### config.mk
export PLATFORM = sky130hd
export DESIGN_NAME = gp_adc_regs
export DESIGN_NICKNAME = d
export VERILOG_FILES = /design/src/gp_adc_pkg.sv /design/src/period_tick.sv /design/src/gp_adc_regs.sv
export SDC_FILE = /design/constraint.sdc
export NUM_CORES = 1
export LEC_CHECK = 0
export BUFFER_PORTS_ARGS = -buffer_cell sky130_fd_sc_hd__buf_2
export CAP_MARGIN = 20
export CORE_MARGIN = 2
export CORE_UTILIZATION = 24
export DETAILED_ROUTE_END_ITERATION = 10
export SKIP_CTS_REPAIR_TIMING = 1
export SLEW_MARGIN = 20
export SYNTH_ARGS = -nofsm -noshare
export SYNTH_HDL_FRONTEND = slang
export SYNTH_SLANG_ARGS = --single-unit
### constraint.sdc
create_clock -name core_clk -period 6.9 [get_ports core_clk]
set_input_delay 1.38 -clock core_clk [delete_from_list [all_inputs] [get_ports core_clk]]
set_output_delay 1.38 -clock core_clk [all_outputs]
set_load 0.02 [all_outputs]
### src/gp_adc_pkg.sv
`default_nettype none
package gp_adc_pkg;
    // Register indices; byte address is four times the index
    localparam logic [7:0] IDX_MAN_CTL = 8'h51;
    localparam logic [7:0] IDX_AUTO_CTL = 8'h52;
    localparam logic [7:0] IDX_RES_LO = 8'h53;
    localparam logic [7:0] IDX_RES_HI = 8'h54;
    localparam logic [7:0] IDX_SUPPLY_AUTO_RESULT = 8'h55;
    localparam logic [7:0] IDX_VDD_THR = 8'h56;
    localparam logic [7:0] IDX_ICH_AVG = 8'h57;
    localparam logic [7:0] IDX_ICH_THD = 8'h58;
    localparam logic [7:0] IDX_ICH_END = 8'h59;
    localparam logic [7:0] IDX_BATTERY_TEMP_RESULT = 8'h5A;
    localparam logic [7:0] IDX_BATTERY_TEMP_INPUT_HI = 8'h5B;
    localparam logic [7:0] IDX_BATTERY_TEMP_INPUT_RS = 8'h5C;
    localparam logic [7:0] IDX_BATTERY_TEMP_INPUT_LO = 8'h5D;
    localparam logic [7:0] IDX_T_OFF = 8'h5E;
    localparam logic [7:0] IDX_EVT = 8'h5F;
    localparam logic [7:0] IDX_MASK = 8'h60;
    // Field positions
    localparam int GO_BIT = 4;
    localparam int AC_SUPPLY = 0;
    localparam int AC_AUX4 = 1;
    localparam int AC_AUX5 = 2;
    localparam int AC_AUX6 = 3;
    localparam int AC_AUX4_SRC = 4;
    localparam int AC_BATTERY_TEMP_INPUT_ON = 5;
    localparam int AC_FAST = 6;
    localparam int AC_COMP = 7;
    // Event bits
    localparam int EV_MAN = 0;
    localparam int EV_VDD_LOW = 1;
    localparam int EV_ICH_RED = 2;
    localparam int EV_ICH_END = 3;
    localparam int EV_HOT = 4;
    localparam int EV_COLD = 5;
    localparam int NUM_EV = 6;
    // Reset values
    localparam logic [7:0] RST_BYTE = 8'h00;
    localparam logic [NUM_EV-1:0] RST_MASK = 6'h00;
    // Converter channel codes
    localparam logic [3:0] CH_SUPPLY = 4'h0;
    localparam logic [3:0] CH_CHARGE = 4'h1;
    localparam logic [3:0] CH_BATTERY_TEMP_INPUT = 4'h2;
    localparam logic [3:0] CH_AUX4 = 4'h4;
    localparam logic [3:0] CH_AUX5 = 4'h5;
    localparam logic [3:0] CH_AUX6 = 4'h6;
    // Auto sequence slots
    localparam logic [2:0] SLOT_SUPPLY = 3'h0;
    localparam logic [2:0] SLOT_CHARGE = 3'h1;
    localparam logic [2:0] SLOT_BATTERY_TEMP_INPUT = 3'h2;
    localparam logic [2:0] SLOT_AUX4 = 3'h3;
    localparam logic [2:0] SLOT_AUX5 = 3'h4;
    localparam logic [2:0] SLOT_AUX6 = 3'h5;
    localparam logic [2:0] SLOT_END = 3'h6;
    // Timing
    localparam longint unsigned CLK_KHZ = 250000;
    localparam longint unsigned SLOW_MS = 10;
    localparam longint unsigned FAST_MS = 1;
    localparam longint unsigned REFRESH_MS = 10240;
    localparam longint unsigned SLOW_CYC = SLOW_MS * CLK_KHZ;
    localparam longint unsigned FAST_CYC = FAST_MS * CLK_KHZ;
    localparam longint unsigned REFRESH_CYC = REFRESH_MS * CLK_KHZ;
    localparam int ACC_W = 18;
    typedef enum logic [1:0] {
        ST_IDLE = 2'b00,
        ST_AUTO = 2'b01,
        ST_MAN = 2'b10
    } conv_state_t;
endpackage
`default_nettype wire

### src/period_tick.sv
`default_nettype none
module period_tick #(
    parameter int W = 32
) (
    input wire logic core_clk,
    input wire logic reset_n,
    input wire logic [W-1:0] period,
    output logic tick
);
    typedef struct packed {
        logic [W-1:0] cnt;
        logic tick;
    } tick_state_t;
    tick_state_t q, d;
    always_comb begin
        d = q;
        d.tick = 1'b0;
        // A shortened period takes effect at once
        if (q.cnt + W'(1) >= period) begin
            d.cnt = '0;
            d.tick = 1'b1;
        end else begin
            d.cnt = q.cnt + W'(1);
        end
    end
    always_ff @(posedge core_clk) begin
        if (!reset_n) begin
            q <= '0;
        end else begin
            q <= d;
        end
    end
    assign tick = q.tick;
endmodule
`default_nettype wire

### src/gp_adc_regs.sv
// The AHB-Lite interface to the registers was decided locally.
`default_nettype none
// Contract
// - Four-bit channel field picks the converter input for manual conversions.
// - Writing one to go starts one conversion; hardware clears it when done.
// - Auto-control bit 0 includes the supply rail in the auto sequence.
// - Bits 1..3 include auxiliary inputs four, five, six in the sequence.
// - Bit 4 switches the aux four current source on or off.
// - Bit 5 clear: battery source on one slot early, off after; set: always on.
// - Bit 6 picks sequence period: 10 ms when clear, 1 ms when set.
// - Bit 7 enables the aux five fixed-level comparator.
// - Manual result: two low bits in one register, eight high bits next.
// - Latest auto supply measurement kept as an eight-bit read-only value.
// - Writable eight-bit supply warning threshold on the supply result scale.
// - Charge samples accumulate in 18 bits; top eight published every 10.24 s.
// - Average current compared with writable reduced-current threshold.
// - Average current compared with writable end-of-charge threshold.
// - Latest auto battery temperature kept as an eight-bit read-only value.
// - Writable battery over, resume and under temperature thresholds.
// - Writable eight-bit signed junction temperature calibration offset.
module gp_adc_regs #(
    parameter longint unsigned SLOW_CYCLES = gp_adc_pkg::SLOW_CYC,
    parameter longint unsigned FAST_CYCLES = gp_adc_pkg::FAST_CYC,
    parameter longint unsigned REFRESH_CYCLES = gp_adc_pkg::REFRESH_CYC
) (
    input wire logic core_clk,
    input wire logic reset_n,
    input wire logic hsel,
    input wire logic [31:0] haddr,
    input wire logic [1:0] htrans,
    input wire logic hwrite,
    input wire logic [2:0] hsize,
    input wire logic [31:0] hwdata,
    input wire logic hready,
    output logic hreadyout,
    output logic hresp,
    output logic [31:0] hrdata,
    output logic adc_start,
    output logic [3:0] adc_channel,
    input wire logic adc_done,
    input wire logic [9:0] adc_result,
    output logic aux4_current_source_on,
    output logic battery_temp_input_source_on,
    output logic aux5_comparator_enable,
    output logic [7:0] junction_offset,
    output logic battery_hot,
    output logic irq
);
    ////////////////////////////////////////////////////////////////////////////
    typedef struct packed {
        logic hready;
        logic [31:0] hrdata;
        logic rd_wait;
        logic wr_pend;
        logic [7:0] a_idx;
        logic [3:0] chan;
        logic go;
        logic [7:0] auto_ctl;
        logic [1:0] man_lo;
        logic [7:0] man_hi;
        logic [7:0] supply_auto_result;
        logic [7:0] vdd_thr;
        logic [7:0] ich_avg;
        logic [7:0] ich_thd;
        logic [7:0] ich_end;
        logic [7:0] battery_temp_result;
        logic [7:0] battery_temp_input_hi;
        logic [7:0] battery_temp_input_rs;
        logic [7:0] battery_temp_input_lo;
        logic [7:0] t_off;
        logic [gp_adc_pkg::ACC_W-1:0] acc;
        logic hot;
        logic [gp_adc_pkg::NUM_EV-1:0] evt;
        logic [gp_adc_pkg::NUM_EV-1:0] mask;
        logic irq;
        gp_adc_pkg::conv_state_t st;
        logic [2:0] slot;
        logic seq_req;
        logic start;
        logic [3:0] adc_ch;
        logic battery_temp_input_win;
        logic battery_temp_input_src;
    } regs_state_t;

    regs_state_t q, d;
    logic seq_tick;
    logic refresh_tick;
    logic [31:0] seq_period;
    logic addr_ok;
    logic [gp_adc_pkg::NUM_EV-1:0] ev_set;
    logic [gp_adc_pkg::NUM_EV-1:0] ev_clr;
    logic [7:0] sample;
    logic [gp_adc_pkg::ACC_W:0] acc_sum;
    logic slot_en;
    logic [3:0] slot_ch;

    ////////////////////////////////////////////////////////////////////////////
    assign seq_period = q.auto_ctl[gp_adc_pkg::AC_FAST] ? 32'(FAST_CYCLES) : 32'(SLOW_CYCLES);

    period_tick #(.W(32)) u_seq_tick (
        .core_clk(core_clk),
        .reset_n(reset_n),
        .period(seq_period),
        .tick(seq_tick)
    );

    period_tick #(.W(32)) u_refresh_tick (
        .core_clk(core_clk),
        .reset_n(reset_n),
        .period(32'(REFRESH_CYCLES)),
        .tick(refresh_tick)
    );

    assign addr_ok = hsel && htrans[1] && hready;
    assign sample = adc_result[9:2];

    // Slot to channel map; charge and battery slots always run
    always_comb begin
        slot_en = 1'b1;
        slot_ch = gp_adc_pkg::CH_SUPPLY;
        unique case (q.slot)
            gp_adc_pkg::SLOT_SUPPLY: slot_en = q.auto_ctl[gp_adc_pkg::AC_SUPPLY];
            gp_adc_pkg::SLOT_CHARGE: slot_ch = gp_adc_pkg::CH_CHARGE;
            gp_adc_pkg::SLOT_BATTERY_TEMP_INPUT: slot_ch = gp_adc_pkg::CH_BATTERY_TEMP_INPUT;
            gp_adc_pkg::SLOT_AUX4: begin
                slot_ch = gp_adc_pkg::CH_AUX4;
                slot_en = q.auto_ctl[gp_adc_pkg::AC_AUX4];
            end
            gp_adc_pkg::SLOT_AUX5: begin
                slot_ch = gp_adc_pkg::CH_AUX5;
                slot_en = q.auto_ctl[gp_adc_pkg::AC_AUX5];
            end
            gp_adc_pkg::SLOT_AUX6: begin
                slot_ch = gp_adc_pkg::CH_AUX6;
                slot_en = q.auto_ctl[gp_adc_pkg::AC_AUX6];
            end
            default: slot_en = 1'b0;
        endcase
    end

    ////////////////////////////////////////////////////////////////////////////
    always_comb begin
        d = q;
        ev_set = '0;
        ev_clr = '0;
        acc_sum = {1'b0, q.acc} + (gp_adc_pkg::ACC_W + 1)'(sample);
        d.start = 1'b0;
        d.hready = 1'b1;
        d.rd_wait = 1'b0;
        d.wr_pend = 1'b0;

        // Conversion control; manual wins over a waiting auto slot
        unique case (q.st)
            gp_adc_pkg::ST_IDLE: begin
                if (q.go) begin
                    d.st = gp_adc_pkg::ST_MAN;
                    d.start = 1'b1;
                    d.adc_ch = q.chan;
                end else if (q.seq_req) begin
                    if (q.slot == gp_adc_pkg::SLOT_END) begin
                        d.seq_req = 1'b0;
                        d.slot = gp_adc_pkg::SLOT_SUPPLY;
                    end else if (slot_en) begin
                        d.st = gp_adc_pkg::ST_AUTO;
                        d.start = 1'b1;
                        d.adc_ch = slot_ch;
                        if (q.slot == gp_adc_pkg::SLOT_CHARGE) begin
                            d.battery_temp_input_win = 1'b1;
                        end
                    end else begin
                        d.slot = q.slot + 3'h1;
                    end
                end
            end
            gp_adc_pkg::ST_MAN: begin
                if (adc_done) begin
                    d.st = gp_adc_pkg::ST_IDLE;
                    d.man_lo = adc_result[1:0];
                    d.man_hi = adc_result[9:2];
                    d.go = 1'b0;
                    ev_set[gp_adc_pkg::EV_MAN] = 1'b1;
                end
            end
            gp_adc_pkg::ST_AUTO: begin
                if (adc_done) begin
                    d.st = gp_adc_pkg::ST_IDLE;
                    d.slot = q.slot + 3'h1;
                    unique case (q.slot)
                        gp_adc_pkg::SLOT_SUPPLY: begin
                            d.supply_auto_result = sample;
                            ev_set[gp_adc_pkg::EV_VDD_LOW] = sample < q.vdd_thr;
                        end
                        gp_adc_pkg::SLOT_CHARGE: begin
                            // Saturates rather than wrap in both the slow and the fast mode
                            d.acc = acc_sum[gp_adc_pkg::ACC_W] ? '1
                                : acc_sum[gp_adc_pkg::ACC_W-1:0];
                        end
                        gp_adc_pkg::SLOT_BATTERY_TEMP_INPUT: begin
                            d.battery_temp_result = sample;
                            d.battery_temp_input_win = 1'b0;
                            if (!q.hot && sample > q.battery_temp_input_hi) begin
                                d.hot = 1'b1;
                                ev_set[gp_adc_pkg::EV_HOT] = 1'b1;
                            end else if (q.hot && sample < q.battery_temp_input_rs) begin
                                d.hot = 1'b0;
                            end
                            ev_set[gp_adc_pkg::EV_COLD] = sample < q.battery_temp_input_lo;
                        end
                        default: begin
                            // Aux results are kept outside this bank
                        end
                    endcase
                end
            end
            default: d.st = gp_adc_pkg::ST_IDLE;
        endcase

        if (seq_tick) begin
            d.seq_req = 1'b1;
        end

        // Refresh restarts the window; a sample in the same cycle is dropped
        if (refresh_tick) begin
            d.ich_avg = q.acc[gp_adc_pkg::ACC_W-1 -: 8];
            d.acc = '0;
            ev_set[gp_adc_pkg::EV_ICH_RED] =
                q.acc[gp_adc_pkg::ACC_W-1 -: 8] < q.ich_thd;
            ev_set[gp_adc_pkg::EV_ICH_END] =
                q.acc[gp_adc_pkg::ACC_W-1 -: 8] < q.ich_end;
        end

        // Write data phase
        if (q.wr_pend) begin
            unique case (q.a_idx)
                gp_adc_pkg::IDX_MAN_CTL: begin
                    d.chan = hwdata[3:0];
                    // Busy manual: go write has no effect, so done always clears go
                    if (hwdata[gp_adc_pkg::GO_BIT] && q.st != gp_adc_pkg::ST_MAN) begin
                        d.go = 1'b1;
                    end
                end
                gp_adc_pkg::IDX_AUTO_CTL: d.auto_ctl = hwdata[7:0];
                gp_adc_pkg::IDX_VDD_THR: d.vdd_thr = hwdata[7:0];
                gp_adc_pkg::IDX_ICH_THD: d.ich_thd = hwdata[7:0];
                gp_adc_pkg::IDX_ICH_END: d.ich_end = hwdata[7:0];
                gp_adc_pkg::IDX_BATTERY_TEMP_INPUT_HI: d.battery_temp_input_hi = hwdata[7:0];
                gp_adc_pkg::IDX_BATTERY_TEMP_INPUT_RS: d.battery_temp_input_rs = hwdata[7:0];
                gp_adc_pkg::IDX_BATTERY_TEMP_INPUT_LO: d.battery_temp_input_lo = hwdata[7:0];
                gp_adc_pkg::IDX_T_OFF: d.t_off = hwdata[7:0];
                gp_adc_pkg::IDX_EVT: ev_clr = hwdata[gp_adc_pkg::NUM_EV-1:0];
                gp_adc_pkg::IDX_MASK: d.mask = hwdata[gp_adc_pkg::NUM_EV-1:0];
                default: begin
                end
            endcase
        end

        // Set beats clear so no event is lost
        d.evt = (q.evt & ~ev_clr) | ev_set;
        d.irq = |(d.evt & d.mask);

        // Read is answered after one wait cycle from the settled registers
        if (q.rd_wait) begin
            d.hrdata = '0;
            unique case (q.a_idx)
                gp_adc_pkg::IDX_MAN_CTL: d.hrdata[7:0] = {3'h0, q.go, q.chan};
                gp_adc_pkg::IDX_AUTO_CTL: d.hrdata[7:0] = q.auto_ctl;
                gp_adc_pkg::IDX_RES_LO: d.hrdata[7:0] = {6'h00, q.man_lo};
                gp_adc_pkg::IDX_RES_HI: d.hrdata[7:0] = q.man_hi;
                gp_adc_pkg::IDX_SUPPLY_AUTO_RESULT: d.hrdata[7:0] = q.supply_auto_result;
                gp_adc_pkg::IDX_VDD_THR: d.hrdata[7:0] = q.vdd_thr;
                gp_adc_pkg::IDX_ICH_AVG: d.hrdata[7:0] = q.ich_avg;
                gp_adc_pkg::IDX_ICH_THD: d.hrdata[7:0] = q.ich_thd;
                gp_adc_pkg::IDX_ICH_END: d.hrdata[7:0] = q.ich_end;
                gp_adc_pkg::IDX_BATTERY_TEMP_RESULT: d.hrdata[7:0] = q.battery_temp_result;
                gp_adc_pkg::IDX_BATTERY_TEMP_INPUT_HI: d.hrdata[7:0] = q.battery_temp_input_hi;
                gp_adc_pkg::IDX_BATTERY_TEMP_INPUT_RS: d.hrdata[7:0] = q.battery_temp_input_rs;
                gp_adc_pkg::IDX_BATTERY_TEMP_INPUT_LO: d.hrdata[7:0] = q.battery_temp_input_lo;
                gp_adc_pkg::IDX_T_OFF: d.hrdata[7:0] = q.t_off;
                gp_adc_pkg::IDX_EVT: d.hrdata[gp_adc_pkg::NUM_EV-1:0] = q.evt;
                gp_adc_pkg::IDX_MASK: d.hrdata[gp_adc_pkg::NUM_EV-1:0] = q.mask;
                default: d.hrdata = '0;
            endcase
        end

        // Address phase
        if (addr_ok) begin
            d.a_idx = haddr[9:2];
            if (hwrite) begin
                d.wr_pend = 1'b1;
            end else begin
                d.rd_wait = 1'b1;
                d.hready = 1'b0;
            end
        end

        d.battery_temp_input_src = d.auto_ctl[gp_adc_pkg::AC_BATTERY_TEMP_INPUT_ON] | d.battery_temp_input_win;
    end

    always_ff @(posedge core_clk) begin
        if (!reset_n) begin
            q <= '0;
            q.hready <= 1'b1;
            q.st <= gp_adc_pkg::ST_IDLE;
            q.mask <= gp_adc_pkg::RST_MASK;
            q.auto_ctl <= gp_adc_pkg::RST_BYTE;
        end else begin
            q <= d;
        end
    end

    ////////////////////////////////////////////////////////////////////////////
    assign hreadyout = q.hready;
    assign hresp = 1'b0;
    assign hrdata = q.hrdata;
    assign adc_start = q.start;
    assign adc_channel = q.adc_ch;
    assign aux4_current_source_on = q.auto_ctl[gp_adc_pkg::AC_AUX4_SRC];
    assign battery_temp_input_source_on = q.battery_temp_input_src;
    assign aux5_comparator_enable = q.auto_ctl[gp_adc_pkg::AC_COMP];
    assign junction_offset = q.t_off;
    assign battery_hot = q.hot;
    assign irq = q.irq;

    ////////////////////////////////////////////////////////////////////////////
    a_man_channel: assert property (@(posedge core_clk) disable iff (!reset_n)
        (q.st == gp_adc_pkg::ST_IDLE && q.go) |=> (adc_start && adc_channel == $past(q.chan)))
        else $error("manual start on wrong channel");
    a_go_result: assert property (@(posedge core_clk) disable iff (!reset_n)
        (q.st == gp_adc_pkg::ST_MAN && adc_done)
        |=> (!q.go && {q.man_hi, q.man_lo} == $past(adc_result)))
        else $error("manual result not coherent with go clear");
    a_supply_skip: assert property (@(posedge core_clk) disable iff (!reset_n)
        (adc_start && q.st == gp_adc_pkg::ST_AUTO && adc_channel == gp_adc_pkg::CH_SUPPLY)
        |-> $past(q.auto_ctl[gp_adc_pkg::AC_SUPPLY]))
        else $error("supply measured while disabled");
    a_aux_skip: assert property (@(posedge core_clk) disable iff (!reset_n)
        (adc_start && q.st == gp_adc_pkg::ST_AUTO && adc_channel == gp_adc_pkg::CH_AUX6)
        |-> $past(q.auto_ctl[gp_adc_pkg::AC_AUX6]))
        else $error("aux six measured while disabled");
    a_battery_temp_input_source: assert property (@(posedge core_clk) disable iff (!reset_n)
        (adc_start && q.st == gp_adc_pkg::ST_AUTO && adc_channel == gp_adc_pkg::CH_BATTERY_TEMP_INPUT)
        |-> battery_temp_input_source_on)
        else $error("battery source off during its measurement");
    a_read_wait: assert property (@(posedge core_clk) disable iff (!reset_n)
        (addr_ok && !hwrite) |=> !hreadyout ##1 hreadyout)
        else $error("read wait state wrong");
    a_ro_bits: assert property (@(posedge core_clk) disable iff (!reset_n)
        ($past(q.rd_wait) && q.a_idx == gp_adc_pkg::IDX_MAN_CTL) |-> hrdata[7:5] == 3'h0)
        else $error("manual control upper bits not zero");
    a_hot_event: assert property (@(posedge core_clk) disable iff (!reset_n)
        $rose(q.hot) |-> q.evt[gp_adc_pkg::EV_HOT])
        else $error("hot flag set without event");
    a_avg_publish: assert property (@(posedge core_clk) disable iff (!reset_n)
        refresh_tick |=> (q.ich_avg == $past(q.acc[gp_adc_pkg::ACC_W-1 -: 8]) && q.acc == '0))
        else $error("average not published on refresh");
    a_irq_level: assert property (@(posedge core_clk) disable iff (!reset_n)
        irq == |(q.evt & q.mask))
        else $error("interrupt level mismatch");
endmodule
`default_nettype wire

==> results of run 1 <==
[worst reg2reg max path, delay by kind of cell, from the launching register on]
kind,cells,cell delay (ns)
xor gates and xnor gates,1,0.20
AOI/OAI and AO/OA,1,0.51
and+or+nand+nor,8,2.34
DFF,1,0.40
adders and majority gates,2,0.52
[cell usage after synthesis, drive strengths merged, types with 3 or more instances]
| cell | n | area share |
|---|---|---|
| a2111oi | 8 | 0.0057 |
| a211oi | 9 | 0.0053 |
| a21boi | 3 | 0.0018 |
| a21o | 12 | 0.0071 |
| a21oi | 100 | 0.040 |
| a221oi | 8 | 0.0055 |
| a22o | 5 | 0.0035 |
| a22oi | 15 | 0.0089 |
| a31oi | 9 | 0.0045 |
| a41o | 3 | 0.0024 |
| and2 | 3 | 0.0015 |
| and3 | 21 | 0.010 |
| and4 | 8 | 0.0055 |
| buf | 56 | 0.031 |
| clkbuf | 68 | 0.020 |
| dfxtp | 233 | 0.37 |
| ha | 71 | 0.070 |
| inv | 69 | 0.020 |
| mux2 | 5 | 0.0045 |
| mux2i | 90 | 0.071 |
| mux4 | 9 | 0.016 |
| nand2 | 124 | 0.037 |
| nand2b | 12 | 0.0059 |
| nand3 | 75 | 0.030 |
| nand4 | 20 | 0.010 |
| nand4b | 3 | 0.0021 |
| nor2 | 142 | 0.042 |
| nor2b | 12 | 0.0059 |
| nor3 | 41 | 0.017 |
| nor3b | 3 | 0.0022 |
| nor4 | 44 | 0.026 |
| nor4b | 15 | 0.015 |
| nor4bb | 3 | 0.0024 |
| o2111ai | 3 | 0.0021 |
| o21a | 7 | 0.0042 |
| o21ai | 44 | 0.017 |
| o22ai | 7 | 0.0035 |
| o311a | 3 | 0.0024 |
| o31ai | 4 | 0.0024 |
| or2 | 5 | 0.0025 |
| xnor2 | 45 | 0.031 |
| xor2 | 18 | 0.012 |
[area by class of cell]
cell class                 instances  area [um2]
fill                            5584       38100
antenna                            1        2.50
clock inverter                    10         160
timing repair buffer              71         385
inverter                          69         264
sequential                       233        4660
multi-input combinational       1074        7220
clock buffer                      35         726
tap                              688         861
[worst paths after layout]
kind              cells after the start             from              end  slack (ns)
setup / recovery                     12  u_seq_tick.q[1]  u_seq_tick.q[6]        2.84
hold / removal                        2  u_seq_tick.tick             q[7]        0.44
setup reg to reg                     12  u_seq_tick.q[1]  u_seq_tick.q[6]        2.84
hold reg to reg                       2  u_seq_tick.tick             q[7]        0.44
[kinds of logic after synthesis]
kind of cell | Yosys count | synth area share
flip-flops | 233 | 0.369
XOR/XNOR | 63 | 0.0437
AND/OR/NAND/NOR | 541 | 0.222
other | 1 | 0.000297
adder cells (fa/ha/maj) | 72 | 0.0719
buffers and inverters | 193 | 0.0719
AO/OA/AOI/OAI | 259 | 0.130
multiplexers | 104 | 0.0918
[flip-flops by register name (all words and copies together), names as in the netlist]
name	count
adc_channel	4
adc_start	1
battery_hot	1
u_refresh_tick.tick	1
q	140
hrdata	8
aux4_current_source_on	1
hreadyout	1
u_seq_tick.tick	1
junction_offset	8
u_refresh_tick.q	32
irq	1
aux5_comparator_enable	1
u_seq_tick.q	32
battery_temp_input_source_on	1
[report_power, final]
part / switching [mW] / leakage [nW] / internal (mW)
sequential: 0.00940 / 1.88 / 1.35
clock: 0.570 / 0.431 / 0.886
combinational: 0.101 / 2.83 / 0.0374
[metrics by stage]
| stage | area [um2] | hold slack [ns] | worst slack (ns) | power, mW |
|---|---|---|---|---|
| floorplan | 12800 | 0.413 | 3.01 | 1.49 |
| global placement | 13400 | 0.440 | 2.67 | 1.53 |
| detailed placement | 13400 | 0.446 | 2.56 | 1.53 |
| CTS | 14300 | 0.454 | 2.57 | 2.99 |
| global route | 14300 | 0.473 | 2.51 | 3.07 |
| finish | 14300 | 0.445 | 2.84 | 2.96 |
[routing by layer]
layer	wire (um)	vias to the layer above	track usage
li1	-	5180	-
met1	17200	5120	0.185
met2	16300	348	0.215
met3	2360	51	0.0204
met4	911	2	0.0423
met5	13	-	0
==> qor.yml, run 1 <==
run_status:
  status: "finished, final reports clean"
global_route:
  overflow: 0
  grt_pass1_vias: 10200
  antenna_found_initial: 3
  track_usage: 0.134
  grt_max_degree: 105
  grt_pass1_wl_um: 58000
placed_design:
  dpl.hpwl_um: 25700
  dp.cells: 2135
  port_buffers: 59
  gp_congestion: 0.897
detailed_routing:
  vias: 10700
  first_iter_violations: 708
  firstDrtPassIters: 7
  vias_per_cell: 4.91
  drc: 0
  drtAntennaViolNets: 0
  wirelength_um: 36800
  wl_per_cell_um: 16.9
power_and_ir_drop:
  power_density_mw_per_mm2: 207
  ir_drop_uv: 202
  leakage_nw: 5.14
sta:
  finalHoldViolCount: 0
  fin_skew_ns: 0.0109
  fin_crit_ns: 4.06
  worst_pin_slew_ns: 0.926
  finalCritPeriodShare: 0.588
  rsz0062_at_grt: "false"
  fmax_mhz: 246
  setup_violations: 0
  finalSetupTns_ns: 0
  relSlewSlack: 0.381
  slew_viol_final: 0
clocking:
  cts_root_buf: "clkbuf_16"
  worstSkewPairLatency_ns: 0.53
  clockBufferDepth: 3
  cts_buffers: 26
  path_clk_slew_ns: 0.06
  cts.sinks: 233
  cts_max_level: 1
  cts_tree: "yes"
worst_setup_path:
  cp.required_ns: 7.33
  cp_slowest_stage_delay_ns: 0.62
  start_kind: "register"
  critPathBufInv: 0
  cp-end-kind: "register"
  crit_family: "simple AND/OR/NAND/NOR gates"
  path_class: "reg -> reg"
  cp_max_fo: 23
  slowest_stage: "nor3_2"
  crit_chain: "ha_1, nand4_1, nor3_2, and3_1, xor2_1, ha_1, and4_1, nand4b_1, nor4b_1, or4_1, a41o_2, nor4b_1"
  worstPathArrival_ns: 4.49
synthesis:
  synth_ff_type: "dfxtp_1"
  ys_seq_area_frac: 0.369
  ys_ff_latch: 233
  yosys_warnings: 0
  yosysUniqueCellTypes: 76
  avgSynthCellArea_um2: 8.62
  ys_async_sr_fraction: 0
  synth_edf_count: 0
  syn_area_mm2: 0.0126
  netlist_instances: 1466
final_layout:
  layout.nets: 1632
  final_common_cell: "dfxtp_1"
  drive_gt1_frac: 0.106
  syn2layout_area_growth_pct: 13.0
  fin_cells: 2181
  final_cell_mix: "dfxtp_1, nor2_1, nand2_1"
  post-route-util: 0.273
floorplanning:
  core_mm2: 0.0523
  start_util: 0.242
  dieArea_mm2: 0.0545
  ios: 137
  die_w_um: 234
  rows: 84
  die_height_um: 234
flow_run:
  maxCapViolCount: 0
min_path:
  hold_path_class: "reg -> reg"
Power figures use the tool's default switching activity.
==> run 2: changes to the inputs <==
clock period = 3.69 ns   (was 6.9 ns; I/O delays follow)
==> qor.yml, run 2 (synthesis gave the netlist of run 1 again) <==
min_path:
  hold-path-cell-count: 3
  hold_path_class: "in -> reg"
  min_to: "q[150]"
  hold_start: "haddr[4]"
detailed_routing:
  drtAntennaViolNets: 0
  vias: 10900
  vias_per_cell: 4.94
  wirelength_um: 37500
  wl_per_cell_um: 17.0
  first_iter_violations: 917
  drc: 0
  firstDrtPassIters: 6
global_route:
  overflow: 0
  grt_max_degree: 88
  grt_pass1_vias: 10400
  antenna_found_initial: 2
  track_usage: 0.137
  grt_pass1_wl_um: 59200
final_layout:
  drive_gt1_frac: 0.126
  multi_input_comb_area_mm2: 0.00725
  syn2layout_area_growth_pct: 15.7
  largest_register: "q"
  final_cell_mix: "dfxtp_1, nor2_1, nand2_1"
  fill_cells: 5579
  regArea_mm2: 0.00467
  largest_reg_flops: 140
  layout.nets: 1657
  reg.largest.list: "q: 140 flops, u_refresh_tick.q: 32 flops, u_seq_tick.q: 32 flops"
  final_common_cell: "dfxtp_1"
  post-route-util: 0.279
floorplanning:
  die_height_um: 234
  rows: 84
  core_mm2: 0.0523
  ios: 137
  dieArea_mm2: 0.0545
  start_util: 0.242
  die_w_um: 234
sta:
  setup_slack_ns: 0.241
  whs_ns: 0.423
  fin_crit_ns: 3.45
  relSlewSlack: 0.344
  setup_violations: 0
  finalHoldViolCount: 0
  worst_pin_slew_ns: 0.980
  finalCritPeriodShare: 0.935
  finalSetupTns_ns: 0
  slew_viol_final: 0
  fmax_mhz: 290
  fin_skew_ns: 0.00958
worst_setup_path:
  worstPathArrival_ns: 3.90
  worst-r2r-setup-slack_ns: 0.24
  cp_max_fo: 19
  path_class: "reg -> reg"
  reg2reg_from: "u_seq_tick.q[1]"
  crit_path_start: "u_seq_tick.q[1]"
  start_kind: "register"
  cp-end-kind: "register"
  r2r_end: "u_seq_tick.q[6]"
  r2r.worst_path.cells: 13
  cp.required_ns: 4.14
clocking:
  cts.sinks: 233
  cts_root_buf: "clkbuf_16"
  path_clk_slew_ns: 0.06
  worstSkewPairLatency_ns: 0.55
  cts_buffers: 27
  cts_max_level: 1
  cts_tree: "yes"
  clockBufferDepth: 3
power_and_ir_drop:
  power_mw: 5.81
  ir_drop_uv: 282
  power_density_mw_per_mm2: 397
  leakage_nw: 5.36
run_status:
  status: "finished, final reports clean"
placed_design:
  dpl.hpwl_um: 26500
  gp_congestion: 0.931
  pre_cts_slack_ns: 0.135
  port_buffers: 59
flow_run:
  maxCapViolCount: 0
run 2: final cells by class:
class,instances,area share
multi-input cells,1074,0.496
inverters,69,0.0181
well taps,688,0.0589
diodes,1,0.000171
clock inverters,13,0.0153
repair buffers,95,0.0404
flip-flops and latches,233,0.319
clock buffers,36,0.0526
run 2: layer usage:
metal,vias to the layer above,track usage,part of all wire
li1,5218,-,-
met1,5245,0.190,0.46
met2,373,0.212,0.44
met3,69,0.0247,0.072
met4,2,0.0459,0.028
met5,-,0,0.00045
run 2: power breakdown:
part	internal (mW)	leakage, nW	switching (mW)	total [mW]
Combinational	0.0766	3.00	0.192	0.268
Clock	1.88	0.484	1.11	2.99
Sequential	2.53	1.88	0.0181	2.55
Total	4.49	5.36	1.32	5.81
run 2: per-stage QoR:
stage | instance area (um2) | cells
detailed placement | 13600 | 2158
finish | 14600 | 2209
global placement | 13600 | 2158
CTS | 14600 | 2207
global route | 14600 | 2208
floorplan | 12800 | 1500
run 2: how the worst max path moves through the flow:
stage,to,slack [ns],cells past startpoint
finish,u_seq_tick.q[6],0.24,13
global route,u_seq_tick.q[6],-0.003,13
CTS,u_seq_tick.q[6],0.13,13
detailed placement,u_seq_tick.q[6],0.13,13
global placement,u_seq_tick.q[6],0.21,13
floorplan,u_seq_tick.q[13],0.29,13
run 2: critical path, cell delays in order (launching register included):
cell      delay (ns)
dfxtp_1         0.40
ha_2            0.24
nand4_1         0.16
nor3_4          0.25
and3_1          0.19
xor2_1          0.19
ha_1            0.27
and4_1          0.18
nand4b_1        0.10
nor4b_1         0.05
or4_1           0.53
a41o_2          0.35
buf_12          0.18
nor4b_1         0.27
==> run 3: changes to the inputs <==
--- a/config.mk
+++ b/config.mk
@@ -9,6 +9,7 @@
 export CAP_MARGIN = 20
 export CORE_MARGIN = 2
-export CORE_UTILIZATION = 24
+export CORE_UTILIZATION = 45
 export DETAILED_ROUTE_END_ITERATION = 10
+export PLACE_DENSITY = 0.66
 export SKIP_CTS_REPAIR_TIMING = 1
 export SLEW_MARGIN = 20
==> constraint.sdc (replaced) <==
create_clock -name core_clk -period 3.69 [get_ports core_clk]
set_input_delay 0.738 -clock core_clk [delete_from_list [all_inputs] [get_ports core_clk]]
set_output_delay 0.738 -clock core_clk [all_outputs]
set_load 0.05 [all_outputs]
==> qor.yml, run 3 (synthesis gave the netlist of run 1 again) <==
worst_setup_path:
  start_kind: "register"
  worst-r2r-setup-slack_ns: 0.28
  path_class: "reg -> reg"
  cp.depth: 12
  cp_max_fo: 13
  crit_family: "simple AND/OR/NAND/NOR gates"
  r2r.worst_path.cells: 12
  cp_slowest_stage_delay_ns: 0.54
  crit_chain: "ha_2, nand3_1, xor2_1, ha_1, nand3_1, o31ai_1, a2111oi_1, nor4b_1, or4_1, a41o_1, buf_4, nor4b_2"
  slowest_stage: "or4_1"
  critPathBufInv: 1
  r2r_end: "u_seq_tick.q[14]"
  worstPathArrival_ns: 3.83
  cp.required_ns: 4.11
  reg2reg_from: "u_seq_tick.q[1]"
  crit_path_start: "u_seq_tick.q[1]"
  crit_end: "u_seq_tick.q[14]"
  crit_top_cell: "nand3_1"
  cp-end-kind: "register"
run_status:
  status: "finished, final reports clean"
floorplanning:
  die_w_um: 172
  ios: 137
  start_util: 0.456
  dieArea_mm2: 0.0294
  die_height_um: 172
  rows: 61
  core_mm2: 0.0277
clocking:
  path_clk_slew_ns: 0.06
  cts_root_buf: "clkbuf_16"
  cts_max_level: 1
  cts_tree: "yes"
  cts_buffers: 27
  clockBufferDepth: 3
  worstSkewPairLatency_ns: 0.56
  cts.sinks: 233
placed_design:
  gp_congestion: 0.878
  dpl_cell_area_mm2: 0.0132
  dp.cells: 1852
  dpl.hpwl_um: 24900
  port_buffers: 59
power_and_ir_drop:
  power_density_mw_per_mm2: 395
  power_mw: 5.59
  leakage_nw: 5.32
  ir_drop_uv: 417
min_path:
  hold_path_class: "in -> reg"
  hold-path-cell-count: 2
  hold_start: "hwrite"
detailed_routing:
  drc: 0
  wl_per_cell_um: 18.3
  firstDrtPassIters: 5
  vias: 10800
  vias_per_cell: 5.68
  wirelength_um: 34800
  drtAntennaViolNets: 0
  first_iter_violations: 775
sta:
  finalHoldViolCount: 0
  fmax_mhz: 293
  relSlewSlack: 0.380
  whs_ns: 0.383
  finalCritPeriodShare: 0.924
  setup_violations: 0
  worst_pin_slew_ns: 0.925
  fin_crit_ns: 3.41
  slew_viol_final: 0
  fin_skew_ns: 0.0433
  finalSetupTns_ns: 0
final_layout:
  fin_cells: 1902
  largest_reg_flops: 140
  num_antenna_cells: 0
  final_common_cell: "dfxtp_1"
  syn2layout_area_growth_pct: 12.0
  layout.nets: 1661
  reg.largest.list: "q: 140 flops, u_refresh_tick.q: 32 flops, u_seq_tick.q: 32 flops"
  final_cell_mix: "dfxtp_1, nor2_1, nand2_1"
  largest_register: "q"
  postLayoutCellArea_mm2: 0.0142
  drive_gt1_frac: 0.126
global_route:
  track_usage: 0.236
  overflow: 0
  grt_pass1_wl_um: 55000
  antenna_found_initial: 0
  grt_max_degree: 93
  grt_pass1_vias: 10100
flow_run:
  maxCapViolCount: 0
==> run 3: cell count changes in the layout (fill, tap and decap cells not counted), moves of 2 or more <==
cell / change
clkinvlp_4: +2
bufinv_16: -3
clkbuf_1: +3
buf_4: +5
==> run 3: worst register-to-register path, delay by kind of cell, from the launching register on <==
kind            cells  cell delay (ns)
fa+ha+maj           2             0.54
compound gates      3             0.80
flops               1             0.40
simple gates        5             1.11
xor+xnor            1             0.25
buf+inv             1             0.20
==> run 3: through the flow <==
step	worst slack, ns	util
2_1_floorplan	0.294	-
3_3_place_gp	0.311	0.477
3_5_place_dp	0.215	0.477
4_1_cts	0.155	0.510
5_1_grt	-0.00259	0.511
6_report	0.282	0.511
==> run 3: worst min-delay path by stage <==
stage	end	slack [ns]
finish	q[157]	0.38
CTS	q[157]	0.35
detailed placement	q[83]	0.44
floorplan	q[7]	0.41
global route	q[157]	0.37
global placement	q[7]	0.42
==> run 3: power by group <==
group / internal, mW / leakage, nW / switching (mW)
clock: 1.66 / 0.435 / 1.08
combinational: 0.0773 / 3.00 / 0.221
sequential: 2.53 / 1.88 / 0.0200
==> run 3: area by class of cell <==
type | count | area (um2)
clock inverters | 11 | 144
clock buffers | 38 | 767
inverters | 69 | 264
multi-input cells | 1074 | 7240
flip-flops and latches | 233 | 4660
repair buffers | 99 | 608
well taps | 378 | 473
fillers | 2636 | 13500
==> run 3: routing by layer <==
layer  GRT usage  vias up  wire length [um]
met3      0.0329       74              2150
li1            -     5245                 -
met4      0.0881        0              1260
met5           0        -                 0
met2       0.383      355             15600
met1       0.320     5122             15700
